===== config.mk =====
export PLATFORM = sky130hd
export DESIGN_NAME = pdp_dma_guard
export DESIGN_NICKNAME = d
export VERILOG_FILES = /design/src/include/pdp_pkg.sv /design/src/pdp_dma_guard.sv
export SDC_FILE = /design/constraint.sdc
export NUM_CORES = 2
export LEC_CHECK = 0
export BUFFER_PORTS_ARGS = -buffer_cell sky130_fd_sc_hd__buf_2
export CAP_MARGIN = 20
export CELL_PAD_IN_SITES_DETAIL_PLACEMENT = 0
export CELL_PAD_IN_SITES_GLOBAL_PLACEMENT = 1
export CORE_ASPECT_RATIO = 1.75
export CORE_MARGIN = 2
export CORE_UTILIZATION = 50
export CTS_BUF_LIST = sky130_fd_sc_hd__clkbuf_16
export DETAILED_ROUTE_END_ITERATION = 12
export MAX_ROUTING_LAYER = met4
export PLACE_DENSITY_LB_ADDON = 0.1
export RECOVER_POWER = 25
export SLEW_MARGIN = 20
export SYNTH_ARGS = -nofsm -noshare
export SYNTH_HDL_FRONTEND = slang
export SYNTH_SLANG_ARGS = --single-unit
export TNS_END_PERCENT = 10

===== constraint.sdc =====
create_clock -name clk_sys -period 5.4 [get_ports clk_sys]
set_clock_uncertainty 0.05 [all_clocks]
set_input_delay 0.27 -clock clk_sys [delete_from_list [all_inputs] [get_ports clk_sys]]
set_output_delay 0.27 -clock clk_sys [all_outputs]
set_load 0.02 [all_outputs]

===== src/include/pdp_pkg.sv =====
// Constants, register map and types of the proxied DMA protection block
// Behaviour
// - Parameter set write captures writer privilege, ID
// - Privilege level bit zero means user
// - Captured privilege travels with every read, write
// - Supervisor-only source page refuses user reads
// - Supervisor-only destination page refuses user writes
// - User transfer needs user permits and ID
// - Completion interrupt only after final write lands
// - No-access page raises exception on every engine access
// - Fault status records requester and access type
// - No snooping between cache and external memory
package pdp_pkg;

  // ----------------------------------------------------------------
  // Register byte offsets
  // ----------------------------------------------------------------
  localparam logic [11:0] PDP_OFS_CTRL = 12'h000;     // Start a transfer
  localparam logic [11:0] PDP_OFS_STAT = 12'h004;     // Engine state
  localparam logic [11:0] PDP_OFS_IRQ_ST = 12'h008;   // Sticky events, W1C
  localparam logic [11:0] PDP_OFS_IRQ_MSK = 12'h00c;  // Event mask
  localparam logic [11:0] PDP_OFS_FLT_ST = 12'h010;   // Fault status
  localparam logic [11:0] PDP_OFS_FLT_ADDR = 12'h014; // Faulting word index
  localparam logic [11:0] PDP_OFS_FEAT = 12'h018;     // Feature bits
  localparam logic [11:0] PDP_OFS_PAGE = 12'h040;     // Page attributes
  localparam logic [11:0] PDP_OFS_SET = 12'h080;      // Parameter sets
  localparam logic [11:0] PDP_OFS_MEM = 12'h100;      // Endpoint memory

  // ----------------------------------------------------------------
  // Field positions
  // ----------------------------------------------------------------
  localparam int PDP_CTRL_START = 31;   // Start strobe in control word
  localparam int PDP_OPT_PRIVILEGE_LEVEL_BIT = 0;      // Privilege level bit in options word
  localparam int PDP_OPT_ID_LSB = 8;    // Privilege ID field in options word
  localparam int PDP_PG_UR = 0;         // User read permit
  localparam int PDP_PG_UW = 1;         // User write permit
  localparam int PDP_PG_SRD = 2;        // Supervisor read permit
  localparam int PDP_PG_SWR = 3;        // Supervisor write permit
  localparam int PDP_PG_ID_LSB = 16;    // One admit bit per privilege ID
  localparam int PDP_IRQ_DONE = 0;      // Transfer complete
  localparam int PDP_IRQ_ERR = 1;       // Transfer ended in error
  localparam int PDP_IRQ_FLT = 2;       // Protection exception
  localparam int PDP_FLT_PRIVILEGE_LEVEL_BIT = 8;      // Fault: requester privilege
  localparam int PDP_FLT_WR = 9;        // Fault: 1 write, 0 read
  localparam int PDP_FLT_VALID = 16;    // Fault: record valid
  localparam int PDP_FEAT_SNOOP = 0;    // Snooping coherency present

  // Word positions inside a parameter set
  localparam logic [1:0] PDP_W_OPT = 2'h0;
  localparam logic [1:0] PDP_W_SRC = 2'h1;
  localparam logic [1:0] PDP_W_DST = 2'h2;
  localparam logic [1:0] PDP_W_CNT = 2'h3;

  // ----------------------------------------------------------------
  // Values and reset values
  // ----------------------------------------------------------------
  localparam logic PDP_PRIVILEGE_LEVEL_BIT_USER = 1'b0;              // User level
  localparam logic PDP_PRIVILEGE_LEVEL_BIT_SUP = 1'b1;               // Supervisor level
  localparam logic [31:0] PDP_RST_PAGE = 32'hffff000f; // All open at reset
  localparam logic [2:0] PDP_RST_MASK = 3'h0;          // All events masked
  localparam logic PDP_SNOOP = 1'b0;                   // No snooping

  // Transfer engine states
  typedef enum logic [1:0] {
    PDP_IDLE = 2'b00,
    PDP_READ = 2'b01,
    PDP_WRITE = 2'b10,
    PDP_DONE = 2'b11
  } pdp_state_t;

endpackage


===== src/pdp_dma_guard.sv =====
// DMA engine with proxied privilege checks at its memory endpoint
`timescale 1ns/1ps
module pdp_dma_guard
  import pdp_pkg::*;
#(
  parameter int NSETS = 4,       // Parameter sets
  parameter int MEM_WORDS = 32,  // Endpoint memory words
  parameter int PAGE_WORDS = 8,  // Words per protection page
  parameter int ID_W = 4         // Privilege ID width
) (
  input wire logic clk_sys,
  input wire logic rst_n,
  input wire logic [11:0] paddr,
  input wire logic psel,
  input wire logic penable,
  input wire logic pwrite,
  input wire logic [31:0] pwdata,
  input wire logic [2:0] pprot,
  input wire logic [ID_W-1:0] cpu_privilege_level_bit_id,
  output logic [31:0] prdata,
  output logic pready,
  output logic pslverr,
  output logic irq,
  output logic tr_busy,
  output logic tr_privilege_level_bit,
  output logic [ID_W-1:0] tr_privilege_level_bit_id
);

  // ----------------------------------------------------------------
  // Derived sizes and elaboration checks
  // ----------------------------------------------------------------
  localparam int NPAGES = MEM_WORDS / PAGE_WORDS;
  localparam int AW = $clog2(MEM_WORDS);
  localparam int PW = $clog2(PAGE_WORDS);
  localparam int PGW = $clog2(NPAGES);
  localparam int SIW = $clog2(NSETS);

  // Address map leaves room for 8 sets, 64 words, 16 pages, 16 IDs
  if (NSETS < 2 || NSETS > 8 || MEM_WORDS > 64 || NPAGES < 2 || NPAGES > 16 ||
      (1 << AW) != MEM_WORDS || (1 << PW) != PAGE_WORDS || ID_W > 4) begin : g_bad
    $error("pdp_dma_guard: unsupported parameter values");
  end

  // ----------------------------------------------------------------
  // Storage
  // ----------------------------------------------------------------
  logic [31:0] dmem [MEM_WORDS];      // Endpoint memory
  logic [31:0] page_attr [NPAGES];    // Per-page permits
  logic [31:0] set_mem [NSETS*4];     // Parameter set memory
  logic [2:0] irq_st;                 // Sticky events
  logic [2:0] irq_mask;               // Event mask
  logic [31:0] flt_st;                // Fault status
  logic [AW-1:0] flt_addr;            // Faulting word index
  logic last_err;                     // Last transfer refused
  pdp_state_t state;                  // Engine state
  pdp_state_t next_state;             // Engine next state
  logic [AW-1:0] e_src;               // Current source word
  logic [AW-1:0] e_dst;               // Current destination word
  logic [15:0] e_cnt;                 // Words left
  logic [31:0] data_q;                // Word in flight

  // ----------------------------------------------------------------
  // APB decode
  // ----------------------------------------------------------------
  wire acc = psel & penable & ~pready;        // Access seen, answer next
  wire commit = psel & penable & pready;      // Write takes effect here
  wire wr_commit = commit & pwrite & ~pslverr;
  wire in_reg = paddr <= PDP_OFS_FEAT && paddr[1:0] == 2'h0;
  wire in_page = paddr[11:6] == PDP_OFS_PAGE[11:6] && int'(paddr[5:2]) < NPAGES;
  wire in_set = paddr[11:7] == PDP_OFS_SET[11:7] && int'(paddr[6:4]) < NSETS;
  wire in_mem = paddr[11:8] == PDP_OFS_MEM[11:8] && int'(paddr[7:2]) < MEM_WORDS;
  wire mapped = in_reg | in_page | in_set | in_mem;
  wire [PGW-1:0] page_sel = paddr[PGW+1:2];
  wire [SIW-1:0] set_idx = paddr[SIW+3:4];
  wire [SIW+1:0] set_sel = {set_idx, paddr[3:2]};
  wire [AW-1:0] mem_sel = paddr[AW+1:2];
  wire cpu_mem_wr = wr_commit & in_mem;

  // Captured writer identity: APB privileged bit is the level
  wire cap_privilege_level_bit = pprot[0] ? PDP_PRIVILEGE_LEVEL_BIT_SUP : PDP_PRIVILEGE_LEVEL_BIT_USER;
  wire [31:0] cap_opt = (32'(cap_privilege_level_bit) << PDP_OPT_PRIVILEGE_LEVEL_BIT) |
                        (32'(cpu_privilege_level_bit_id) << PDP_OPT_ID_LSB);

  // Status and feature words
  // Bit 3 spare, leaves room to widen the two-bit state field to three bits for later states
  wire [31:0] stat_word = {27'h0, last_err, 1'b0, state, tr_busy};
  wire [31:0] feat_word = 32'(PDP_SNOOP) << PDP_FEAT_SNOOP;
  wire [31:0] reg_rd =
    paddr == PDP_OFS_STAT ? stat_word :
    paddr == PDP_OFS_IRQ_ST ? {29'h0, irq_st} :
    paddr == PDP_OFS_IRQ_MSK ? {29'h0, irq_mask} :
    paddr == PDP_OFS_FLT_ST ? flt_st :
    paddr == PDP_OFS_FLT_ADDR ? 32'(flt_addr) :
    paddr == PDP_OFS_FEAT ? feat_word : 32'h0;
  wire [31:0] rd_val = in_mem ? dmem[mem_sel] :
                       in_set ? set_mem[set_sel] :
                       in_page ? page_attr[page_sel] :
                       in_reg ? reg_rd : 32'h0;

  // ----------------------------------------------------------------
  // Endpoint permission checks
  // ----------------------------------------------------------------
  // Level permit and ID admit must both hold
  // Admit bits are indexed by ID, so an ID wider than 4 cannot fit
  function automatic logic pdp_permit(input logic [31:0] attr, input logic privilege_level_bit,
                                      input logic [ID_W-1:0] id, input logic wr);
    logic lvl_ok;
    lvl_ok = privilege_level_bit ? (wr ? attr[PDP_PG_SWR] : attr[PDP_PG_SRD])
                  : (wr ? attr[PDP_PG_UW] : attr[PDP_PG_UR]);
    return lvl_ok & attr[PDP_PG_ID_LSB + int'(id)];
  endfunction

  wire [31:0] src_attr = page_attr[e_src[AW-1:PW]];
  wire [31:0] dst_attr = page_attr[e_dst[AW-1:PW]];
  // Requests carry the captured level and ID, not the engine's own
  wire rd_ok = pdp_permit(src_attr, tr_privilege_level_bit, tr_privilege_level_bit_id, 1'b0);
  wire wr_ok = pdp_permit(dst_attr, tr_privilege_level_bit, tr_privilege_level_bit_id, 1'b1);
  wire rd_refuse = state == PDP_READ && !rd_ok;
  wire wr_refuse = state == PDP_WRITE && !wr_ok;
  wire ev_refuse = rd_refuse | wr_refuse;
  wire ev_done = state == PDP_DONE;
  wire [31:0] dst_word = dmem[e_dst];

  // Start only from idle; a start while busy is dropped
  wire start = wr_commit && paddr == PDP_OFS_CTRL && pwdata[PDP_CTRL_START] &&
               state == PDP_IDLE;
  wire [SIW-1:0] start_set = pwdata[SIW-1:0];
  wire [31:0] start_opt = set_mem[{start_set, PDP_W_OPT}];
  wire [15:0] start_cnt = set_mem[{start_set, PDP_W_CNT}][15:0];
  wire [2:0] ev_vec = {ev_refuse, ev_refuse, ev_done};
  wire [2:0] irq_clr = (wr_commit && paddr == PDP_OFS_IRQ_ST) ? pwdata[2:0] : 3'h0;
  wire [2:0] next_irq_st = (irq_st & ~irq_clr) | ev_vec;

  // ----------------------------------------------------------------
  // Engine sequencing
  // ----------------------------------------------------------------
  always_comb begin
    next_state = state;
    unique case (state)
      PDP_IDLE: begin
        if (start) begin
          next_state = (start_cnt == 16'h0) ? PDP_DONE : PDP_READ;
        end
      end
      // Refused read stops before any write
      PDP_READ: next_state = rd_ok ? PDP_WRITE : PDP_IDLE;
      PDP_WRITE: begin
        if (!wr_ok) begin
          next_state = PDP_IDLE;
        end else begin
          next_state = (e_cnt == 16'h1) ? PDP_DONE : PDP_READ;
        end
      end
      // Entered on the same edge as the last write lands, or straight from idle on a zero count
      PDP_DONE: next_state = PDP_IDLE;
    endcase
  end

  // State and busy flag
  always_ff @(posedge clk_sys or negedge rst_n) begin
    if (!rst_n) begin
      state <= PDP_IDLE;
      tr_busy <= 1'b0;
    end else begin
      state <= next_state;
      tr_busy <= next_state != PDP_IDLE;
    end
  end

  // Transfer request: privilege copied from the options word
  always_ff @(posedge clk_sys or negedge rst_n) begin
    if (!rst_n) begin
      tr_privilege_level_bit <= PDP_PRIVILEGE_LEVEL_BIT_USER;
      tr_privilege_level_bit_id <= '0;
      e_src <= '0;
      e_dst <= '0;
      e_cnt <= 16'h0;
    end else if (start) begin
      tr_privilege_level_bit <= start_opt[PDP_OPT_PRIVILEGE_LEVEL_BIT];
      tr_privilege_level_bit_id <= start_opt[PDP_OPT_ID_LSB +: ID_W];
      e_src <= set_mem[{start_set, PDP_W_SRC}][AW-1:0];
      e_dst <= set_mem[{start_set, PDP_W_DST}][AW-1:0];
      e_cnt <= start_cnt;
    end else if (state == PDP_WRITE && wr_ok) begin
      e_src <= e_src + 1'b1;
      e_dst <= e_dst + 1'b1;
      e_cnt <= e_cnt - 16'h1;
    end
  end

  // ----------------------------------------------------------------
  // Endpoint memory: engine write wins over a CPU write
  // ----------------------------------------------------------------
  // No reset here: memory contents are software's business
  always_ff @(posedge clk_sys) begin
    if (state == PDP_READ && rd_ok) begin
      data_q <= dmem[e_src];
    end
    if (state == PDP_WRITE && wr_ok) begin
      dmem[e_dst] <= data_q;
    end else if (cpu_mem_wr) begin
      dmem[mem_sel] <= pwdata;
    end
  end

  // ----------------------------------------------------------------
  // Parameter sets and page attributes
  // ----------------------------------------------------------------
  // Any set write reloads that set's options word; options data ignored
  always_ff @(posedge clk_sys or negedge rst_n) begin
    if (!rst_n) begin
      for (int i = 0; i < NSETS*4; i++) begin
        set_mem[i] <= 32'h0;
      end
    end else if (wr_commit && in_set) begin
      set_mem[set_sel] <= pwdata;
      set_mem[{set_idx, PDP_W_OPT}] <= cap_opt;
    end
  end

  // Page permits; all-zero page grants nobody anything
  always_ff @(posedge clk_sys or negedge rst_n) begin
    if (!rst_n) begin
      for (int i = 0; i < NPAGES; i++) begin
        page_attr[i] <= PDP_RST_PAGE;
      end
    end else if (wr_commit && in_page) begin
      page_attr[page_sel] <= pwdata;
    end
  end

  // ----------------------------------------------------------------
  // Fault record and interrupt
  // ----------------------------------------------------------------
  // Latest refusal overwrites: software must drain it quickly
  always_ff @(posedge clk_sys or negedge rst_n) begin
    if (!rst_n) begin
      flt_st <= 32'h0;
      flt_addr <= '0;
      last_err <= 1'b0;
    end else if (ev_refuse) begin
      flt_st <= (32'h1 << PDP_FLT_VALID) | (32'(wr_refuse) << PDP_FLT_WR) |
                (32'(tr_privilege_level_bit) << PDP_FLT_PRIVILEGE_LEVEL_BIT) | 32'(tr_privilege_level_bit_id);
      flt_addr <= wr_refuse ? e_dst : e_src;
      last_err <= 1'b1;
    end else if (start) begin
      last_err <= 1'b0;
    end
  end

  // Sticky events: a new event beats a clear in the same cycle
  // Irq follows a mask write one cycle late, never glitches
  always_ff @(posedge clk_sys or negedge rst_n) begin
    if (!rst_n) begin
      irq_st <= 3'h0;
      irq_mask <= PDP_RST_MASK;
      irq <= 1'b0;
    end else begin
      irq_st <= next_irq_st;
      irq <= |(next_irq_st & irq_mask);
      if (wr_commit && paddr == PDP_OFS_IRQ_MSK) begin
        irq_mask <= pwdata[2:0];
      end
    end
  end

  // ----------------------------------------------------------------
  // APB answer: one wait state, error on unmapped address
  // ----------------------------------------------------------------
  always_ff @(posedge clk_sys or negedge rst_n) begin
    if (!rst_n) begin
      pready <= 1'b0;
      pslverr <= 1'b0;
      prdata <= 32'h0;
    end else begin
      // Wait state costs a cycle but keeps decode off the ready path
      pready <= acc;
      pslverr <= acc & ~mapped;
      prdata <= (acc && !pwrite) ? rd_val : 32'h0;
    end
  end
endmodule // pdp_dma_guard


==> metrics.txt <==
# TYPE chip_impl_metric gauge
chip_impl_metric{name="fin_area",unit="um2"} 92400
chip_impl_metric{name="achievable_frequency",unit="MHz"} 209.5
chip_impl_metric{name="dr.first_iter.drc_count",unit=""} 4164
chip_impl_metric{name="core_region_area",unit="um2"} 164400
chip_impl_metric{name="grt_pass1_vias",unit=""} 47370
chip_impl_metric{name="grt_pass1_wl",unit="mm"} 343.2
chip_impl_info{name="predominant_post_synthesis_flop_cell",value="edfxtp_1"} 1
chip_impl_metric{name="postSynth.asyncResetShare",unit="%"} 40.81
chip_impl_metric{name="min_period_over_period",unit="%"} 88.39
chip_impl_metric{name="finalCriticalPeriod",unit="ns"} 4.773
chip_impl_metric{name="yosys.area_share.xor_xnor",unit="%"} 0.1379
chip_impl_info{name="most-common-layout-cells",value="edfxtp_1 (1056), mux4_2 (855), dfrtp_1 (643)"} 1
chip_impl_metric{name="finalHoldViolCount",unit=""} 0
chip_impl_metric{name="dr_vias_cell",unit=""} 6.583
chip_impl_metric{name="synth_area_per_cell",unit="um2"} 18.92
chip_impl_metric{name="cts_inserted_buffers",unit=""} 173
chip_impl_metric{name="post-route-drc-count",unit=""} 0
chip_impl_metric{name="place.detailed.instances",unit=""} 6450
chip_impl_metric{name="initial_utilization",unit="%"} 50.21
chip_impl_metric{name="routed_wire_length_per_instance",unit="um"} 35.02
chip_impl_metric{name="power-per-cell-area",unit="nW/um2"} 295.9
chip_impl_metric{name="drv_slew",unit=""} 190
chip_impl_metric{name="nets",unit=""} 4533
chip_impl_metric{name="cts_hold_buffers",unit=""} 36
chip_impl_metric{name="leakage",unit="nW"} 29.99
chip_impl_metric{name="detailed_place.area",unit="um2"} 86550
chip_impl_metric{name="synthDistinctLibCells",unit=""} 57
chip_impl_metric{name="synth_simple_gate_area_share",unit="%"} 2.547
chip_impl_metric{name="synthesis.instances",unit=""} 4362
chip_impl_metric{name="tritoncts_num_sinks",unit=""} 1784
chip_impl_metric{name="drv.max_cap_violation_count",unit=""} 7
chip_impl_info{name="layout_commonest_cell",value="edfxtp_1"} 1
chip_impl_metric{name="grt_start_max_net_pins",unit=""} 164
chip_impl_metric{name="boundaryPins",unit=""} 97
chip_impl_metric{name="worst_setup_hold_path_clk_slew",unit="ns"} 0.07
chip_impl_metric{name="placement_rows",unit=""} 197
chip_impl_metric{name="post_route_cells_drive_above_1_share",unit="%"} 45.66
chip_impl_metric{name="track_usage",unit="%"} 29.38
chip_impl_metric{name="drt-total-wl",unit="mm"} 237.9
chip_impl_metric{name="tightest_slew",unit="ns"} 4.351
chip_impl_metric{name="syn-num-nets",unit=""} 4422
chip_impl_metric{name="synth-edff-count",unit=""} 1056
chip_impl_metric{name="yosysWarningCount",unit=""} 0
chip_impl_info{name="grt_setup_unrepaired",value="no"} 1
chip_impl_metric{name="crit_path_max_fanout",unit=""} 25
chip_impl_metric{name="yosys.area_share.adder",unit="%"} 0.06063
chip_impl_metric{name="ys_seq_elements",unit=""} 1784
chip_impl_metric{name="h-tree-depth",unit=""} 4
chip_impl_metric{name="initial_antenna_violation_count",unit=""} 11
chip_impl_metric{name="cts_buffer_depth",unit=""} 4
chip_impl_info{name="worstSetupStartpointType",value="register"} 1
chip_impl_info{name="cts_tree",value="built"} 1
chip_impl_metric{name="route.antenna.remaining_nets",unit=""} 0
chip_impl_metric{name="placement.io_buffers",unit=""} 94
chip_impl_info{name="min-delay-path-class",value="in -> reg"} 1
chip_impl_metric{name="total_power",unit="mW"} 27.34
chip_impl_metric{name="area_growth_syn_to_layout",unit="%"} 11.94
chip_impl_metric{name="cts.repair.resized",unit=""} 0
chip_impl_metric{name="die_height",unit="um"} 541.5
chip_impl_metric{name="final_cells",unit=""} 6793
chip_impl_metric{name="via_count",unit=""} 44720
chip_impl_metric{name="timing.critical_path.required",unit="ns"} 5.84
chip_impl_info{name="clk_root_buffer_cell",value="clkbuf_16"} 1
chip_impl_metric{name="irDropWorstVdd",unit="mV"} 0.2820
chip_impl_metric{name="clk_latency",unit="ns"} 0.82
chip_impl_metric{name="fp.dieW",unit="um"} 311.1
chip_impl_info{name="timing_worst_setup_path_type",value="reg -> reg"} 1
chip_impl_info{name="status",value="finished with violations"} 1
chip_impl_metric{name="report.final.setup_viol",unit=""} 0
chip_impl_metric{name="dieArea",unit="um2"} 168500
chip_impl_metric{name="synth_area_in_compound_gates",unit="%"} 1.502
chip_impl_metric{name="cts_setup_buffers",unit=""} 0
chip_impl_metric{name="seq_area_frac_synth",unit="%"} 60.61
chip_impl_metric{name="finalSetupTns",unit="ns"} 0
chip_impl_metric{name="final_core_util",unit="%"} 56.20
chip_impl_metric{name="drt_first_pass_iters",unit=""} 7
chip_impl_metric{name="crit_arrival",unit="ns"} 5.21
chip_impl_info{name="largest_family_of_logic_cells_by_synthesized_area",value="multiplexers"} 1
chip_impl_metric{name="place_congestion",unit=""} 0.8681
chip_impl_metric{name="worst_slew_margin_relative_to_its_limit",unit="%"} -190.1
chip_impl_info{name="failed_checks",value="max-capacitance violations, max-slew violations"} 1
chip_impl_metric{name="place.detailed.hpwl",unit="mm"} 144.9
chip_impl_metric{name="synthMuxAreaShare",unit="%"} 33.30
chip_impl_metric{name="total_overflow_reported_by_the_global_router",unit=""} 0
chip_impl_metric{name="syn_area",unit="um2"} 82540
chip_impl_info{name="setup.worst_path.end_class",value="register"} 1
==> kinds of logic (layout without fill, tap and decap cells) <==
| family | count (synthesis) | in the layout |
|---|---|---|
| flops | 1784 | 1784 |
| mux | 1598 | 1598 |
| simple gates | 404 | 404 |
| buf+inv | 372 | 611 |
| compound gates | 187 | 187 |
| xor+xnor | 13 | 13 |
| fa+ha+maj | 4 | 4 |
| other cells | 0 | 3 |
==> where the power goes <==
part	internal (mW)	switching, mW	leakage [nW]	total, mW
Combinational	0.246	0.531	11.4	0.778
Sequential	14.3	0.00394	15.7	14.3
Clock	6.94	5.29	2.86	12.2
Total	21.5	5.82	30.0	27.3
==> synth_stat cells, types with 10 or more instances <==
master,n,area share (%)
a21oi_1,55,0.33
nor2_1,98,0.45
a211oi_1,15,0.14
xnor2_1,13,0.14
o22ai_1,12,0.091
dfstp_2,80,2.5
a31oi_1,15,0.11
mux2_2,631,8.6
edfxtp_1,1056,38
clkbuf_1,190,0.86
buf_1,97,0.44
a22oi_1,30,0.27
and2_1,113,0.86
mux4_2,855,23
nand3_1,14,0.085
or3_1,10,0.076
buf_2,72,0.44
mux2i_1,112,1.4
a22o_1,14,0.15
nand2b_1,11,0.083
o21ai_0,15,0.091
nand2_1,89,0.40
nor3_1,10,0.061
dfrtp_1,648,20
nor4_1,14,0.11
==> through the flow <==
stage	setup WS, ns	hold slack [ns]
5_1_grt	0.4243	0.03628
6_report	0.6268	0.06574
2_1_floorplan	0.5903	-0.07559
3_3_place_gp	0.7217	0.2927
4_1_cts	0.6742	0.002844
3_5_place_dp	0.6818	0.2918
==> registers in the layout, summed over array words and instances, names as in the netlist, 2 cells and up <==
name,flops
flt_st,7
prdata,32
page_attr,128
set_mem,512
e_cnt,16
data_q,32
dmem,1024
state,2
e_dst,5
tr_privilege_level_bit_id,4
irq_mask,3
e_src,5
flt_addr,5
irq_st,3
==> worst max-delay path, cell delays in order, from the launching register on <==
cell	delay (ns)
dfrtp_2	0.84
mux4_2	0.61
mux2i_1	0.38
or4_1	0.19
a2bb2oi_2	0.48
nand2b_1	0.46
mux2i_2	0.70
buf_4	0.33
nor2_4	0.05
buf_4	0.31
==> worst paths after layout <==
kind / startpoint / end / slack (ns) / cells after the start
worst max-delay path: e_dst[3] / dmem[23][9] / 0.63 / 9
worst min-delay path: pwdata[30] / page_attr[62] / 0.07 / 2
worst max register to register: e_dst[3] / dmem[23][9] / 0.63 / 9
worst min register to register: set_mem[230] / set_mem[230] / 0.43 / 1
max in group asynchronous: rst_n / set_mem[145] / 1.10 / 2
min in group asynchronous: rst_n / set_mem[104] / 1.71 / 2
==> per-layer routing <==
metal	part of all wire [%]	wire [um]	global-route usage, %	vias up
li1	-	-	-	18040
met1	38	89310	35.90	24760
met2	54	128100	51.28	1440
met3	4.8	11330	3.016	477
met4	3.8	9116	10.13	0
met5	0	0	-	-
==> area by class of cell <==
class / instances / area (um2)
Tap cell: 2189 / 2739
Clock inverter: 123 / 1070
Fill cell: 12580 / 72010
Sequential cell: 1784 / 50040
Timing Repair Buffer: 300 / 2604
Multi-Input combinational cell: 2206 / 31400
Antenna cell: 3 / 7.507
Inverter: 8 / 30.03
Clock buffer: 180 / 4504
No activity file was read; power rests on OpenSTA's default activity.
